<file path="config.mk">
export PLATFORM = sky130hd
export DESIGN_NAME = sacs_sequencer
export DESIGN_NICKNAME = d
export VERILOG_FILES = /design/src/sacs_pkg.sv /design/src/sacs_sequencer.sv /design/src/sacs_sync.sv /design/src/sacs_prescaler.sv
export SDC_FILE = /design/constraint.sdc
export NUM_CORES = 1
export LEC_CHECK = 0
export ABC_AREA = 1
export BUFFER_PORTS_ARGS = -buffer_cell sky130_fd_sc_hd__buf_2
export CAP_MARGIN = 25
export CORE_UTILIZATION = 40
export DETAILED_ROUTE_END_ITERATION = 8
export GPL_TIMING_DRIVEN = 0
export PLACE_DENSITY = 0.72
export SYNTH_ARGS = -nofsm -noshare
export SYNTH_HDL_FRONTEND = slang
export SYNTH_SLANG_ARGS = --single-unit
</file>
<file path="constraint.sdc">
create_clock -name SYS_CLK -period 5.4 [get_ports SYS_CLK]
set_input_delay 1.08 -clock SYS_CLK [delete_from_list [all_inputs] [get_ports SYS_CLK]]
set_output_delay 1.08 -clock SYS_CLK [all_outputs]
set_load 0.1 [all_outputs]
</file>
<file path="src/sacs_pkg.sv">
// Purpose: Shared constants and types for the conversion sequencer
// Assumes: AXI4-Lite with 8-bit byte addresses and 32-bit data
// Notes: Conversion counts are in converter clock cycles
package sacs_pkg;
   // Register byte offsets
   localparam logic [7:0] OFS_CTRL = 8'h00;
   localparam logic [7:0] OFS_CHAN = 8'h04;
   localparam logic [7:0] OFS_RESULT = 8'h08;
   localparam logic [7:0] OFS_TRIG = 8'h0C;
   // Control, channel and trigger register field positions
   localparam int CTRL_EN_BIT = 7;
   localparam int CTRL_START_BIT = 6;
   localparam int CTRL_AUTO_BIT = 5;
   localparam int CTRL_DONE_BIT = 4;
   localparam int CTRL_IE_BIT = 3;
   localparam int CTRL_DIV_LSB = 0;
   localparam int CHAN_LSB = 0;
   localparam int TRIG_LSB = 0;
   // Values after reset
   localparam logic [2:0] DIV_RST = 3'h0;
   localparam logic [1:0] CHAN_RST = 2'h0;
   localparam logic [2:0] TRIG_RST = 3'h0;
   localparam logic [7:0] RESULT_RST = 8'h00;
   localparam logic [6:0] PRESC_RST = 7'h00;
   localparam logic [4:0] CNT_RST = 5'h00;
   // Conversion timing in converter cycles
   localparam logic [4:0] NORMAL_END = 5'h0D;  // 13
   localparam logic [4:0] NORMAL_SH = 5'h03;   // 3
   localparam logic [4:0] FIRST_END = 5'h19;   // 25
   localparam logic [4:0] FIRST_SH = 5'h10;    // 16
   localparam logic [4:0] AUTO_START = 5'h01;  // trigger-aligned cycle already spent
   localparam logic [4:0] AUTO_SH = 5'h02;     // 2 after trigger
   localparam logic [4:0] AUTO_END = 5'h0E;    // 13.5 rounded onto whole ticks
   localparam logic [7:0] SAT_CODE = 8'hFF;
   localparam logic [2:0] TRIG_FREE = 3'h0;
   localparam logic [1:0] RESP_OKAY = 2'h0;
   localparam logic [1:0] RESP_SLVERR = 2'h2;

   typedef struct packed {
      logic [7:0] awaddr;
      logic awvalid;
      logic [31:0] wdata;
      logic [3:0] wstrb;
      logic wvalid;
      logic bready;
      logic [7:0] araddr;
      logic arvalid;
      logic rready;
   } sacs_axi_req_t;

   typedef struct packed {
      logic awready;
      logic wready;
      logic bvalid;
      logic [1:0] bresp;
      logic arready;
      logic rvalid;
      logic [31:0] rdata;
      logic [1:0] rresp;
   } sacs_axi_rsp_t;

   typedef enum logic {ST_IDLE, ST_CONV} sacs_conv_st_t;
endpackage

</file>
<file path="src/sacs_sequencer.sv">
// Purpose: Conversion sequencer for an 8-bit successive-approximation converter
// Assumes: Analog side returns its result and over-range flag as async levels
// Notes: All timing runs on converter strobes from the prescaler
//
// Chosen here: the AXI4-Lite slave port and the register addresses.
`timescale 1ns/1ps
`default_nettype none
module sacs_sequencer
   import sacs_pkg::*;
(
   input wire logic SYS_CLK,
   input wire logic RST,
   input wire sacs_axi_req_t S_AXI_REQ,
   output sacs_axi_rsp_t S_AXI_RSP,
   input wire logic [6:0] TRIG_IN,
   input wire logic [7:0] CMP_RESULT,
   input wire logic CMP_OVER,
   input wire logic SLEEP_HALT,
   output logic ANALOG_ENABLE,
   output logic [1:0] MUX_SEL,
   output logic SAMPLE_HOLD,
   output logic CONV_ACTIVE,
   output logic CONV_IRQ
);
   logic [15:0] sync_out;
   logic [6:0] trig_s;
   logic [7:0] cmp_s;
   logic over_s;
   logic tick;

   sacs_sync #(.W(16)) u_sync (
      .clk(SYS_CLK),
      .rst(RST),
      .din({TRIG_IN, CMP_OVER, CMP_RESULT}),
      .dout(sync_out)
   );
   assign cmp_s = sync_out[7:0];
   assign over_s = sync_out[8];
   assign trig_s = sync_out[15:9];

   // Bus slave state
   sacs_axi_rsp_t rsp_q, rsp_d;
   logic aw_hold_q, aw_hold_d, w_hold_q, w_hold_d;
   logic [7:0] awaddr_q, awaddr_d;
   logic [31:0] wdata_q, wdata_d;
   logic [3:0] wstrb_q, wstrb_d;
   logic wr_fire;

   // Core state
   sacs_conv_st_t state_q, state_d;
   logic en_q, en_d, start_q, start_d, auto_q, auto_d, done_q, done_d, ie_q, ie_d;
   logic [2:0] div_q, div_d, trig_sel_q, trig_sel_d;
   logic [1:0] chan_buf_q, chan_buf_d, mux_q, mux_d;
   logic [7:0] result_q, result_d;
   logic [4:0] cnt_q, cnt_d, end_q, end_d, shat_q, shat_d;
   logic first_q, first_d, auto_conv_q, auto_conv_d, lock_q, lock_d;
   logic sh_q, sh_d, active_q, active_d, irq_q, irq_d;
   logic trig_prev_q, trig_prev_d, sleep_prev_q, sleep_prev_d;
   logic trig_lvl, trig_fire, sleep_fire, done_evt;

   always_comb begin
      rsp_d = rsp_q;
      aw_hold_d = aw_hold_q;
      w_hold_d = w_hold_q;
      awaddr_d = awaddr_q;
      wdata_d = wdata_q;
      wstrb_d = wstrb_q;
      wr_fire = aw_hold_q && w_hold_q && !rsp_q.bvalid;
      if (rsp_q.bvalid && S_AXI_REQ.bready) begin
         rsp_d.bvalid = 1'b0;
      end
      if (S_AXI_REQ.awvalid && rsp_q.awready) begin
         aw_hold_d = 1'b1;
         awaddr_d = S_AXI_REQ.awaddr;
      end
      if (S_AXI_REQ.wvalid && rsp_q.wready) begin
         w_hold_d = 1'b1;
         wdata_d = S_AXI_REQ.wdata;
         wstrb_d = S_AXI_REQ.wstrb;
      end
      if (wr_fire) begin
         aw_hold_d = 1'b0;
         w_hold_d = 1'b0;
         rsp_d.bvalid = 1'b1;
         rsp_d.bresp = (awaddr_q == OFS_CTRL || awaddr_q == OFS_CHAN || awaddr_q == OFS_RESULT ||
                        awaddr_q == OFS_TRIG) ? RESP_OKAY : RESP_SLVERR;
      end
      rsp_d.awready = !aw_hold_d && !rsp_d.bvalid;
      rsp_d.wready = !w_hold_d && !rsp_d.bvalid;
      if (rsp_q.rvalid && S_AXI_REQ.rready) begin
         rsp_d.rvalid = 1'b0;
      end
      if (S_AXI_REQ.arvalid && rsp_q.arready) begin
         rsp_d.rvalid = 1'b1;
         rsp_d.rresp = RESP_OKAY;
         rsp_d.rdata = 32'h0000_0000;
         unique case (S_AXI_REQ.araddr)
            OFS_CTRL: begin
               // Start reads one throughout a conversion
               rsp_d.rdata[7:0] = {en_q, start_q | active_q, auto_q, done_q, ie_q, div_q};
            end
            OFS_CHAN: rsp_d.rdata[1:0] = chan_buf_q;
            OFS_RESULT: rsp_d.rdata[7:0] = result_q;
            OFS_TRIG: rsp_d.rdata[2:0] = trig_sel_q;
            default: rsp_d.rresp = RESP_SLVERR;
         endcase
      end
      rsp_d.arready = !rsp_d.rvalid;
   end

   always_ff @(posedge SYS_CLK) begin
      if (RST) begin
         rsp_q <= '0;
         aw_hold_q <= 1'b0;
         w_hold_q <= 1'b0;
         awaddr_q <= 8'h00;
         wdata_q <= 32'h0000_0000;
         wstrb_q <= 4'h0;
      end else begin
         rsp_q <= rsp_d;
         aw_hold_q <= aw_hold_d;
         w_hold_q <= w_hold_d;
         awaddr_q <= awaddr_d;
         wdata_q <= wdata_d;
         wstrb_q <= wstrb_d;
      end
   end

   sacs_prescaler u_presc (
      .clk(SYS_CLK),
      .rst(RST),
      .run(en_q),
      .restart(trig_fire),
      .div_sel(div_q),
      .tick(tick)
   );

   // Source zero is free running and never forms an edge
   assign trig_lvl = (trig_sel_q == TRIG_FREE) ? 1'b0 : trig_s[3'(trig_sel_q - 3'h1)];

   always_comb begin
      state_d = state_q;
      en_d = en_q;
      start_d = start_q;
      auto_d = auto_q;
      done_d = done_q;
      ie_d = ie_q;
      div_d = div_q;
      trig_sel_d = trig_sel_q;
      chan_buf_d = chan_buf_q;
      result_d = result_q;
      cnt_d = cnt_q;
      end_d = end_q;
      shat_d = shat_q;
      first_d = first_q;
      auto_conv_d = auto_conv_q;
      lock_d = lock_q;
      sh_d = 1'b0;
      done_evt = 1'b0;
      trig_prev_d = trig_lvl;
      sleep_prev_d = SLEEP_HALT;
      mux_d = lock_q ? mux_q : chan_buf_q;
      if (wr_fire && wstrb_q[0]) begin
         unique case (awaddr_q)
            OFS_CTRL: begin
               en_d = wdata_q[CTRL_EN_BIT];
               auto_d = wdata_q[CTRL_AUTO_BIT];
               ie_d = wdata_q[CTRL_IE_BIT];
               div_d = wdata_q[CTRL_DIV_LSB +: 3];
               // Zero written to start is ignored
               if (wdata_q[CTRL_START_BIT] && wdata_q[CTRL_EN_BIT]) begin
                  start_d = 1'b1;
               end
               if (wdata_q[CTRL_DONE_BIT]) begin
                  done_d = 1'b0;
               end
               if (!en_q && wdata_q[CTRL_EN_BIT]) begin
                  first_d = 1'b1;
               end
            end
            OFS_CHAN: chan_buf_d = wdata_q[CHAN_LSB +: 2];
            OFS_TRIG: trig_sel_d = wdata_q[TRIG_LSB +: 3];
            default: begin
            end
         endcase
      end
      sleep_fire = SLEEP_HALT && !sleep_prev_q && en_q && !auto_q && ie_q && state_q == ST_IDLE && !start_q;
      if (sleep_fire) begin
         start_d = 1'b1;
      end
      // Edges during a conversion or a pending start are dropped
      trig_fire = auto_q && en_q && trig_lvl && !trig_prev_q && state_q == ST_IDLE && !start_q;
      if (trig_fire) begin
         start_d = 1'b1;
         auto_conv_d = 1'b1;
      end
      unique case (state_q)
         ST_IDLE: begin
            if (tick && start_q && en_q) begin
               state_d = ST_CONV;
               lock_d = 1'b1;
               if (first_q) begin
                  cnt_d = CNT_RST;
                  end_d = FIRST_END;
                  shat_d = FIRST_SH;
               end else if (auto_conv_q) begin
                  cnt_d = AUTO_START;
                  end_d = AUTO_END;
                  shat_d = AUTO_SH;
               end else begin
                  cnt_d = CNT_RST;
                  end_d = NORMAL_END;
                  shat_d = NORMAL_SH;
               end
            end
         end
         ST_CONV: begin
            if (tick) begin
               cnt_d = 5'(cnt_q + 5'h01);
               if (cnt_d == shat_q) begin
                  sh_d = 1'b1;
               end
               if (cnt_d == 5'(end_q - 5'h01)) begin
                  lock_d = 1'b0;
               end
               if (cnt_d == end_q) begin
                  done_evt = 1'b1;
               end
            end
         end
      endcase
      if (done_evt) begin
         // Set wins over a same-cycle software clear
         result_d = over_s ? SAT_CODE : cmp_s;
         done_d = 1'b1;
         first_d = 1'b0;
         auto_conv_d = 1'b0;
         if (auto_q && trig_sel_q == TRIG_FREE) begin
            // Restart at once; mux already tracked the buffer in the last cycle
            cnt_d = CNT_RST;
            end_d = NORMAL_END;
            shat_d = NORMAL_SH;
            lock_d = 1'b1;
         end else begin
            state_d = ST_IDLE;
            start_d = 1'b0;
         end
      end
      // Disabling aborts any conversion
      if (!en_d) begin
         state_d = ST_IDLE;
         start_d = 1'b0;
         lock_d = 1'b0;
         auto_conv_d = 1'b0;
      end
      active_d = state_d == ST_CONV;
      irq_d = done_d && ie_d;
   end

   always_ff @(posedge SYS_CLK) begin
      if (RST) begin
         state_q <= ST_IDLE;
         en_q <= 1'b0;
         start_q <= 1'b0;
         auto_q <= 1'b0;
         done_q <= 1'b0;
         ie_q <= 1'b0;
         div_q <= DIV_RST;
         trig_sel_q <= TRIG_RST;
         chan_buf_q <= CHAN_RST;
         mux_q <= CHAN_RST;
         result_q <= RESULT_RST;
         cnt_q <= CNT_RST;
         end_q <= NORMAL_END;
         shat_q <= NORMAL_SH;
         first_q <= 1'b0;
         auto_conv_q <= 1'b0;
         lock_q <= 1'b0;
         sh_q <= 1'b0;
         active_q <= 1'b0;
         irq_q <= 1'b0;
         trig_prev_q <= 1'b0;
         sleep_prev_q <= 1'b0;
      end else begin
         state_q <= state_d;
         en_q <= en_d;
         start_q <= start_d;
         auto_q <= auto_d;
         done_q <= done_d;
         ie_q <= ie_d;
         div_q <= div_d;
         trig_sel_q <= trig_sel_d;
         chan_buf_q <= chan_buf_d;
         mux_q <= mux_d;
         result_q <= result_d;
         cnt_q <= cnt_d;
         end_q <= end_d;
         shat_q <= shat_d;
         first_q <= first_d;
         auto_conv_q <= auto_conv_d;
         lock_q <= lock_d;
         sh_q <= sh_d;
         active_q <= active_d;
         irq_q <= irq_d;
         trig_prev_q <= trig_prev_d;
         sleep_prev_q <= sleep_prev_d;
      end
   end

   assign S_AXI_RSP = rsp_q;
   assign ANALOG_ENABLE = en_q;
   assign MUX_SEL = mux_q;
   assign SAMPLE_HOLD = sh_q;
   assign CONV_ACTIVE = active_q;
   assign CONV_IRQ = irq_q;

   // Independent tick count since conversion start, for checking only
   logic [4:0] hlp_ticks_q;
   always_ff @(posedge SYS_CLK) begin
      if (RST || state_q == ST_IDLE || (done_evt && state_d == ST_CONV)) begin
         hlp_ticks_q <= 5'h00;
      end else if (tick) begin
         hlp_ticks_q <= 5'(hlp_ticks_q + 5'h01);
      end
   end
endmodule
`default_nettype wire

</file>
<file path="src/sacs_sync.sv">
// Purpose: Two-stage synchroniser for asynchronous inputs
// Assumes: Each bit is an independent level
// Notes: Multi-bit values may tear for one cycle while changing
`timescale 1ns/1ps
`default_nettype none
module sacs_sync #(
   parameter int W = 1
) (
   input wire logic clk,
   input wire logic rst,
   input wire logic [W-1:0] din,
   output logic [W-1:0] dout
);
   logic [W-1:0] s1_q;
   logic [W-1:0] s2_q;

   always_ff @(posedge clk) begin
      if (rst) begin
         s1_q <= '0;
         s2_q <= '0;
      end else begin
         s1_q <= din;
         s2_q <= s1_q;
      end
   end

   assign dout = s2_q;
endmodule
`default_nettype wire

</file>
<file path="src/sacs_prescaler.sv">
// Purpose: Divides the system clock into a converter-cycle strobe
// Assumes: Strobe is one system cycle wide
// Notes: Held cleared while not running or on restart
`timescale 1ns/1ps
`default_nettype none
module sacs_prescaler
   import sacs_pkg::*;
(
   input wire logic clk,
   input wire logic rst,
   input wire logic run,
   input wire logic restart,
   input wire logic [2:0] div_sel,
   output logic tick
);
   logic [6:0] cnt_q;
   logic [6:0] cnt_d;
   logic [6:0] last;
   logic tick_q;
   logic tick_d;

   always_comb begin
      // Codes 0 and 1 both divide by two
      if (div_sel == 3'h0) begin
         last = 7'h01;
      end else begin
         last = 7'((7'h01 << div_sel) - 7'h01);
      end
      cnt_d = 7'(cnt_q + 7'h01);
      tick_d = 1'b0;
      if (!run || restart) begin
         cnt_d = PRESC_RST;
      end else if (cnt_q == last) begin
         cnt_d = PRESC_RST;
         tick_d = 1'b1;
      end
   end

   always_ff @(posedge clk) begin
      if (rst) begin
         cnt_q <= PRESC_RST;
         tick_q <= 1'b0;
      end else begin
         cnt_q <= cnt_d;
         tick_q <= tick_d;
      end
   end

   assign tick = tick_q;
endmodule
`default_nettype wire

</file>
Word level (Yosys, flattened, before mapping)
Index checks and enable logic that the tools add are counted.
{ "totals": {"wordCells": 182, "reg_bits": 122, "output_inout_bits": 47, "mem_count": 0, "inputBits": 76, "ramBits": 0, "latch_bits": 0, "rom_bits": 0} }
{ "classes": {"n_mul": 0, "n_reduce_logical": 56, "shift": 1, "muxes": 67, "eq_ne": 10, "bitwise": 4, "order_cmp": 1, "div": 0, "add_sub_neg": 5} }
{ "ops": {"columns": ["operator", "n"], "rows": [
  ["two-way mux 5 bit", 14],
  ["two-way mux 1 bit", 40],
  ["two-way mux 35 bit", 1],
  ["equality test 8 x 4 -> 1 bit, second input constant", 4],
  ["logical AND 1 bit", 27],
  ["one-hot mux 5 bit (2 select lines)", 2],
  ["equality test 8 x 3 -> 1 bit, second input constant", 2],
  ["zero test 8 bit", 2],
  ["equality test 5 bit", 3],
  ["zero test 1 bit", 10],
  ["OR reduction 3 bit", 3],
  ["two-way mux 8 bit", 1],
  ["one-hot mux 2 bit (4 select lines)", 1],
  ["adder 7 x 1 -> 7 bit, second input constant", 1],
  ["equality test 7 bit", 1],
  ["two-way mux 7 bit", 1],
  ["<< shifter 1 x 3 -> 7 bit, first input constant", 1],
  ["subtractor 7 x 1 -> 7 bit, second input constant", 1],
  ["zero test 3 bit", 2],
  ["two-way mux 2 bit", 3],
  ["AND reduction 2 bit", 3],
  ["OR reduction 2 bit", 3],
  ["adder 5 x 1 -> 5 bit, second input constant", 1],
  ["subtractor 5 x 1 -> 5 bit, second input constant", 1],
  ["11 further kinds", 16]
]} }

Logic depth before layout (Yosys ltp)
{ "logic_depth": {"ltp_word": 11, "ltp_mapped": 11, "ltp_nobuf": 11} }

By module
Synthesis repeated with hierarchy kept, for this count alone.
{ "hier_totals": {"hier_cells": 698, "hier_area_um2": 5186.2} }
{ "modules_own_cells": {"columns": ["mod", "n_inst", "area_each_um2", "cells_each"], "rows": [
  ["sacs_sequencer", 1, 3804.9, 531],
  ["sacs_sync", 1, 914.6, 99],
  ["sacs_prescaler", 1, 466.7, 68]
]} }

Worst setup path before layout
No wires, ideal clock.
{ "synth_path": {"kind": "flip-flop to flip-flop", "startpoint": "register CONV_ACTIVE (netlist name)", "endpoint": "register first_q", "setup_ps": 116, "stages_incl_launch_ff": 11, "slack_ps": 3302, "n_path_buf": 1, "t_required_ps": 5284, "arrival_time_ps": 1982, "cell_sequence": "dfxtp_1 > nand2_2 > clkinv_2 > nand3_1 > a21oi_1 > nand2_1 > nor2_4 > nand2_1 > buf_6 > o211ai_1 > inv_1"} }
{ "synth_lines": {"columns": ["item", "line_no", "text"], "rows": [
  ["end signal: assignment", "sacs_sequencer.sv:299", "first_q <= first_d;"],
  ["end: declaration", "sacs_sequencer.sv:56", "logic first_q, first_d, auto_conv_q, auto_conv_d, lock_q, lock_d;"]
]} }

Worst setup path after layout
{ "layout_path": {"startpoint": "register active_q, in the netlist CONV_ACTIVE", "endpoint": "output port CONV_ACTIVE"} }
{ "layout_lines": {"columns": ["item", "line_no", "text"], "rows": [
  ["start: declaration", "sacs_sequencer.sv:57", "logic sh_q, sh_d, active_q, active_d, irq_q, irq_d;"],
  ["start signal: assignment", "sacs_sequencer.sv:303", "active_q <= active_d;"],
  ["end: declaration", "sacs_sequencer.sv:22", "output logic CONV_ACTIVE,"]
]} }
No word-level cell between the ends.

==> metrics.cfg <==
[worst_setup_path]
crit_family = buffers and inverters
cp_max_fo = 6
path_buf_inv = 1
slowest_delay_ns = 0.48
slowest_stage = buf_2
startpoint_type = flop
required_ns = 4.32
end_kind = primary output
worstSetupPathType = flop to primary output
crit_chain = buf_2
arrival_ns = 1.36

[yosys]
ys_top_cells_by_area = dfxtp_1, nor2_1, inv_1, nand2_1, o21ai_0
syn_avg_cell_area_um2 = 7.48
synth_top_cell_by_area = dfxtp_1
ys_types = 40
synth.most_common_cell = dfxtp_1
syn_area_um2 = 5170
synth-edff-count = 0
async_flop_share_pct = 0
synth_top_cell_area_share_pct = 46.5
yosys_warnings = 0
synth.cells.most_frequent = dfxtp_1, nor2_1, inv_1, nand2_1, o21ai_0
ys_seq_area_share_pct = 46.5
ys_dominant_reg_cell = dfxtp_1
ys_seq_elements = 120
synthCells = 691

[power_and_ir_drop]
total_power_uw = 2260
power.leakage_uw = 0.00294
ir_drop_uv = 190
power_density_nw_per_um2 = 353

[detailed_routing]
drc = 0
viasPerCell = 4.51
routedWlPerCell_um = 11.6
wl_um = 11500
first_pass_iters = 5
ant_nets = 0
vias = 4461
drtIter0Drc = 242

[clocking]
cts_tree = done
cts_buffers = 17
cts-resized-gates = 0
cts_setup_buffers = 0
clock-sinks = 120
clock_latency_ns = 0.41
htree_levels = 4
clk_pin_slew_ns = 0.06
ctsHoldBuffers = 0
clock-root-buffer = clkbuf_16
clk_path_buf_depth = 2

[floorplan]
initial_utilization_pct = 41.0
die_h_um = 116
core_area_um2 = 12600
io_pins = 123
die_w_um = 116
fp.dieArea_um2 = 13400
num_rows = 41

[final_layout]
drive_gt1_share_pct = 20.1
num-fill-cells = 1268
nets = 885
syn_to_final_growth_pct = 23.9
multi_input_area_um2 = 2160
fin_area_um2 = 6400
seqCellArea_um2 = 2400
antenna_cells = 0
fin_util_pct = 50.8

[min_path]
hp-class = flop to flop

[timing]
slew_headroom_pct = 59.0
tightestPinTransition_ns = 0.615
setup_viol = 0
max_freq_ghz = 0.409
layout_worst_path_cycle_share_pct = 45.3
finalClockSkew_ns = 0.00999
finalSetupTns_ns = 0
rsz0062_at_grt = false
hold_viol = 0
period_minus_slack_ns = 2.44
finalMaxSlewViolations = 0

[place]
dp_hpwl_um = 8390
portBuffers = 69
place_area_um2 = 5830
gp_congestion = 0.874

[run_status]
outcome = finished clean

[global_route]
grt_pass1_vias = 4005
grt_overflow = 0
antenna_found_initial = 0
grt_usage_pct = 18.5
grt_pass1_wl_um = 18800
grt_max_degree = 17

[run]
drv_cap = 0

## worst reg2reg max path, cell delays in order (launching register included)
cell and delay (ns):
dfxtp_1 0.46, inv_1 0.13, ha_1 0.22, ha_1 0.33, o21ai_0 0.09, o21ai_0 0.16, nand3b_1 0.14, nor2_1 0.22
inv_2 0.08, nand3_2 0.14, nor2_1 0.06
## state kept, by name, summed over array words and instances (netlist names), 2 cells and up
name / cells
MUX_SEL: 2
S_AXI_RSP: 15
awaddr_q: 8
chan_buf_q: 2
cnt_q: 5
div_q: 3
end_q: 5
result_q: 8
shat_q: 5
trig_sel_q: 3
u_presc.cnt_q: 7
u_sync.dout: 16
u_sync.s1_q: 16
wdata_q: 8
## worst paths after layout
check                  start                to  slack (ns)  cells past startpoint
min reg2reg  u_sync.s1_q[13]   u_sync.dout[13]        0.40                      2
min          u_sync.s1_q[13]   u_sync.dout[13]        0.40                      2
max reg2reg    trig_sel_q[0]  u_presc.cnt_q[0]        3.25                     10
max              CONV_ACTIVE       CONV_ACTIVE        2.96                      1
## layout make-up
| class | count | area share, % |
|---|---|---|
| Sequential cell | 120 | 37.5 |
| Inverter | 107 | 6.33 |
| Buffer | 45 | 4.71 |
| Multi-Input combinational cell | 444 | 33.7 |
| Clock inverter | 13 | 2.13 |
| Tap cell | 172 | 3.36 |
| Clock buffer | 19 | 6.92 |
| Timing Repair Buffer | 69 | 5.39 |
## power breakdown
| group | internal, uW | switching (uW) |
|---|---|---|
| clock network | 658 | 439 |
| logic | 54.1 | 184 |
| registers | 913 | 11.8 |
| total | 1630 | 634 |
## cell usage in the layout (no fill, tap or decap), types with 9 or more instances in the layout
cell and count:
a21oi_1 42, buf_2 73, buf_4 26, clkbuf_16 17
conb_1 26, dfxtp_1 120, inv_1 103, nand2_1 86
nand3_1 47, nand4_1 12, nor2_1 116, nor3_1 9
o21ai_0 48
## layer usage
layer | global-route usage (%) | share of wire (%) | up-vias
met5 | 0 | 0 | -
li1 | - | - | 2363
met3 | 5.75 | 5.8 | 14
met4 | 5.73 | 1.4 | 0
met2 | 31.0 | 48 | 121
met1 | 22.7 | 45 | 1963
## metrics by stage
| stage | hold slack (ns) | setup slack (ns) | std cells |
|---|---|---|---|
| 3_5_place_dp | 0.393 | 2.86 | 957 |
| 4_1_cts | 0.402 | 2.95 | 989 |
| 3_3_place_gp | 0.392 | 2.85 | 957 |
| 2_1_floorplan | 0.388 | 3.30 | 716 |
| 5_1_grt | 0.411 | 2.91 | 989 |
| 6_report | 0.402 | 2.96 | 989 |
## cells by family after synthesis
logic type	count (synthesis)	share of synthesized area, %
AOI/OAI and AO/OA	101	10.3
xor gates and xnor gates	13	2.49
adders and majority gates	5	1.21
buffers and inverters	152	13.7
DFF	120	46.5
other	1	0.0725
and+or+nand+nor	299	25.8
(Power assumes the default switching activity.)
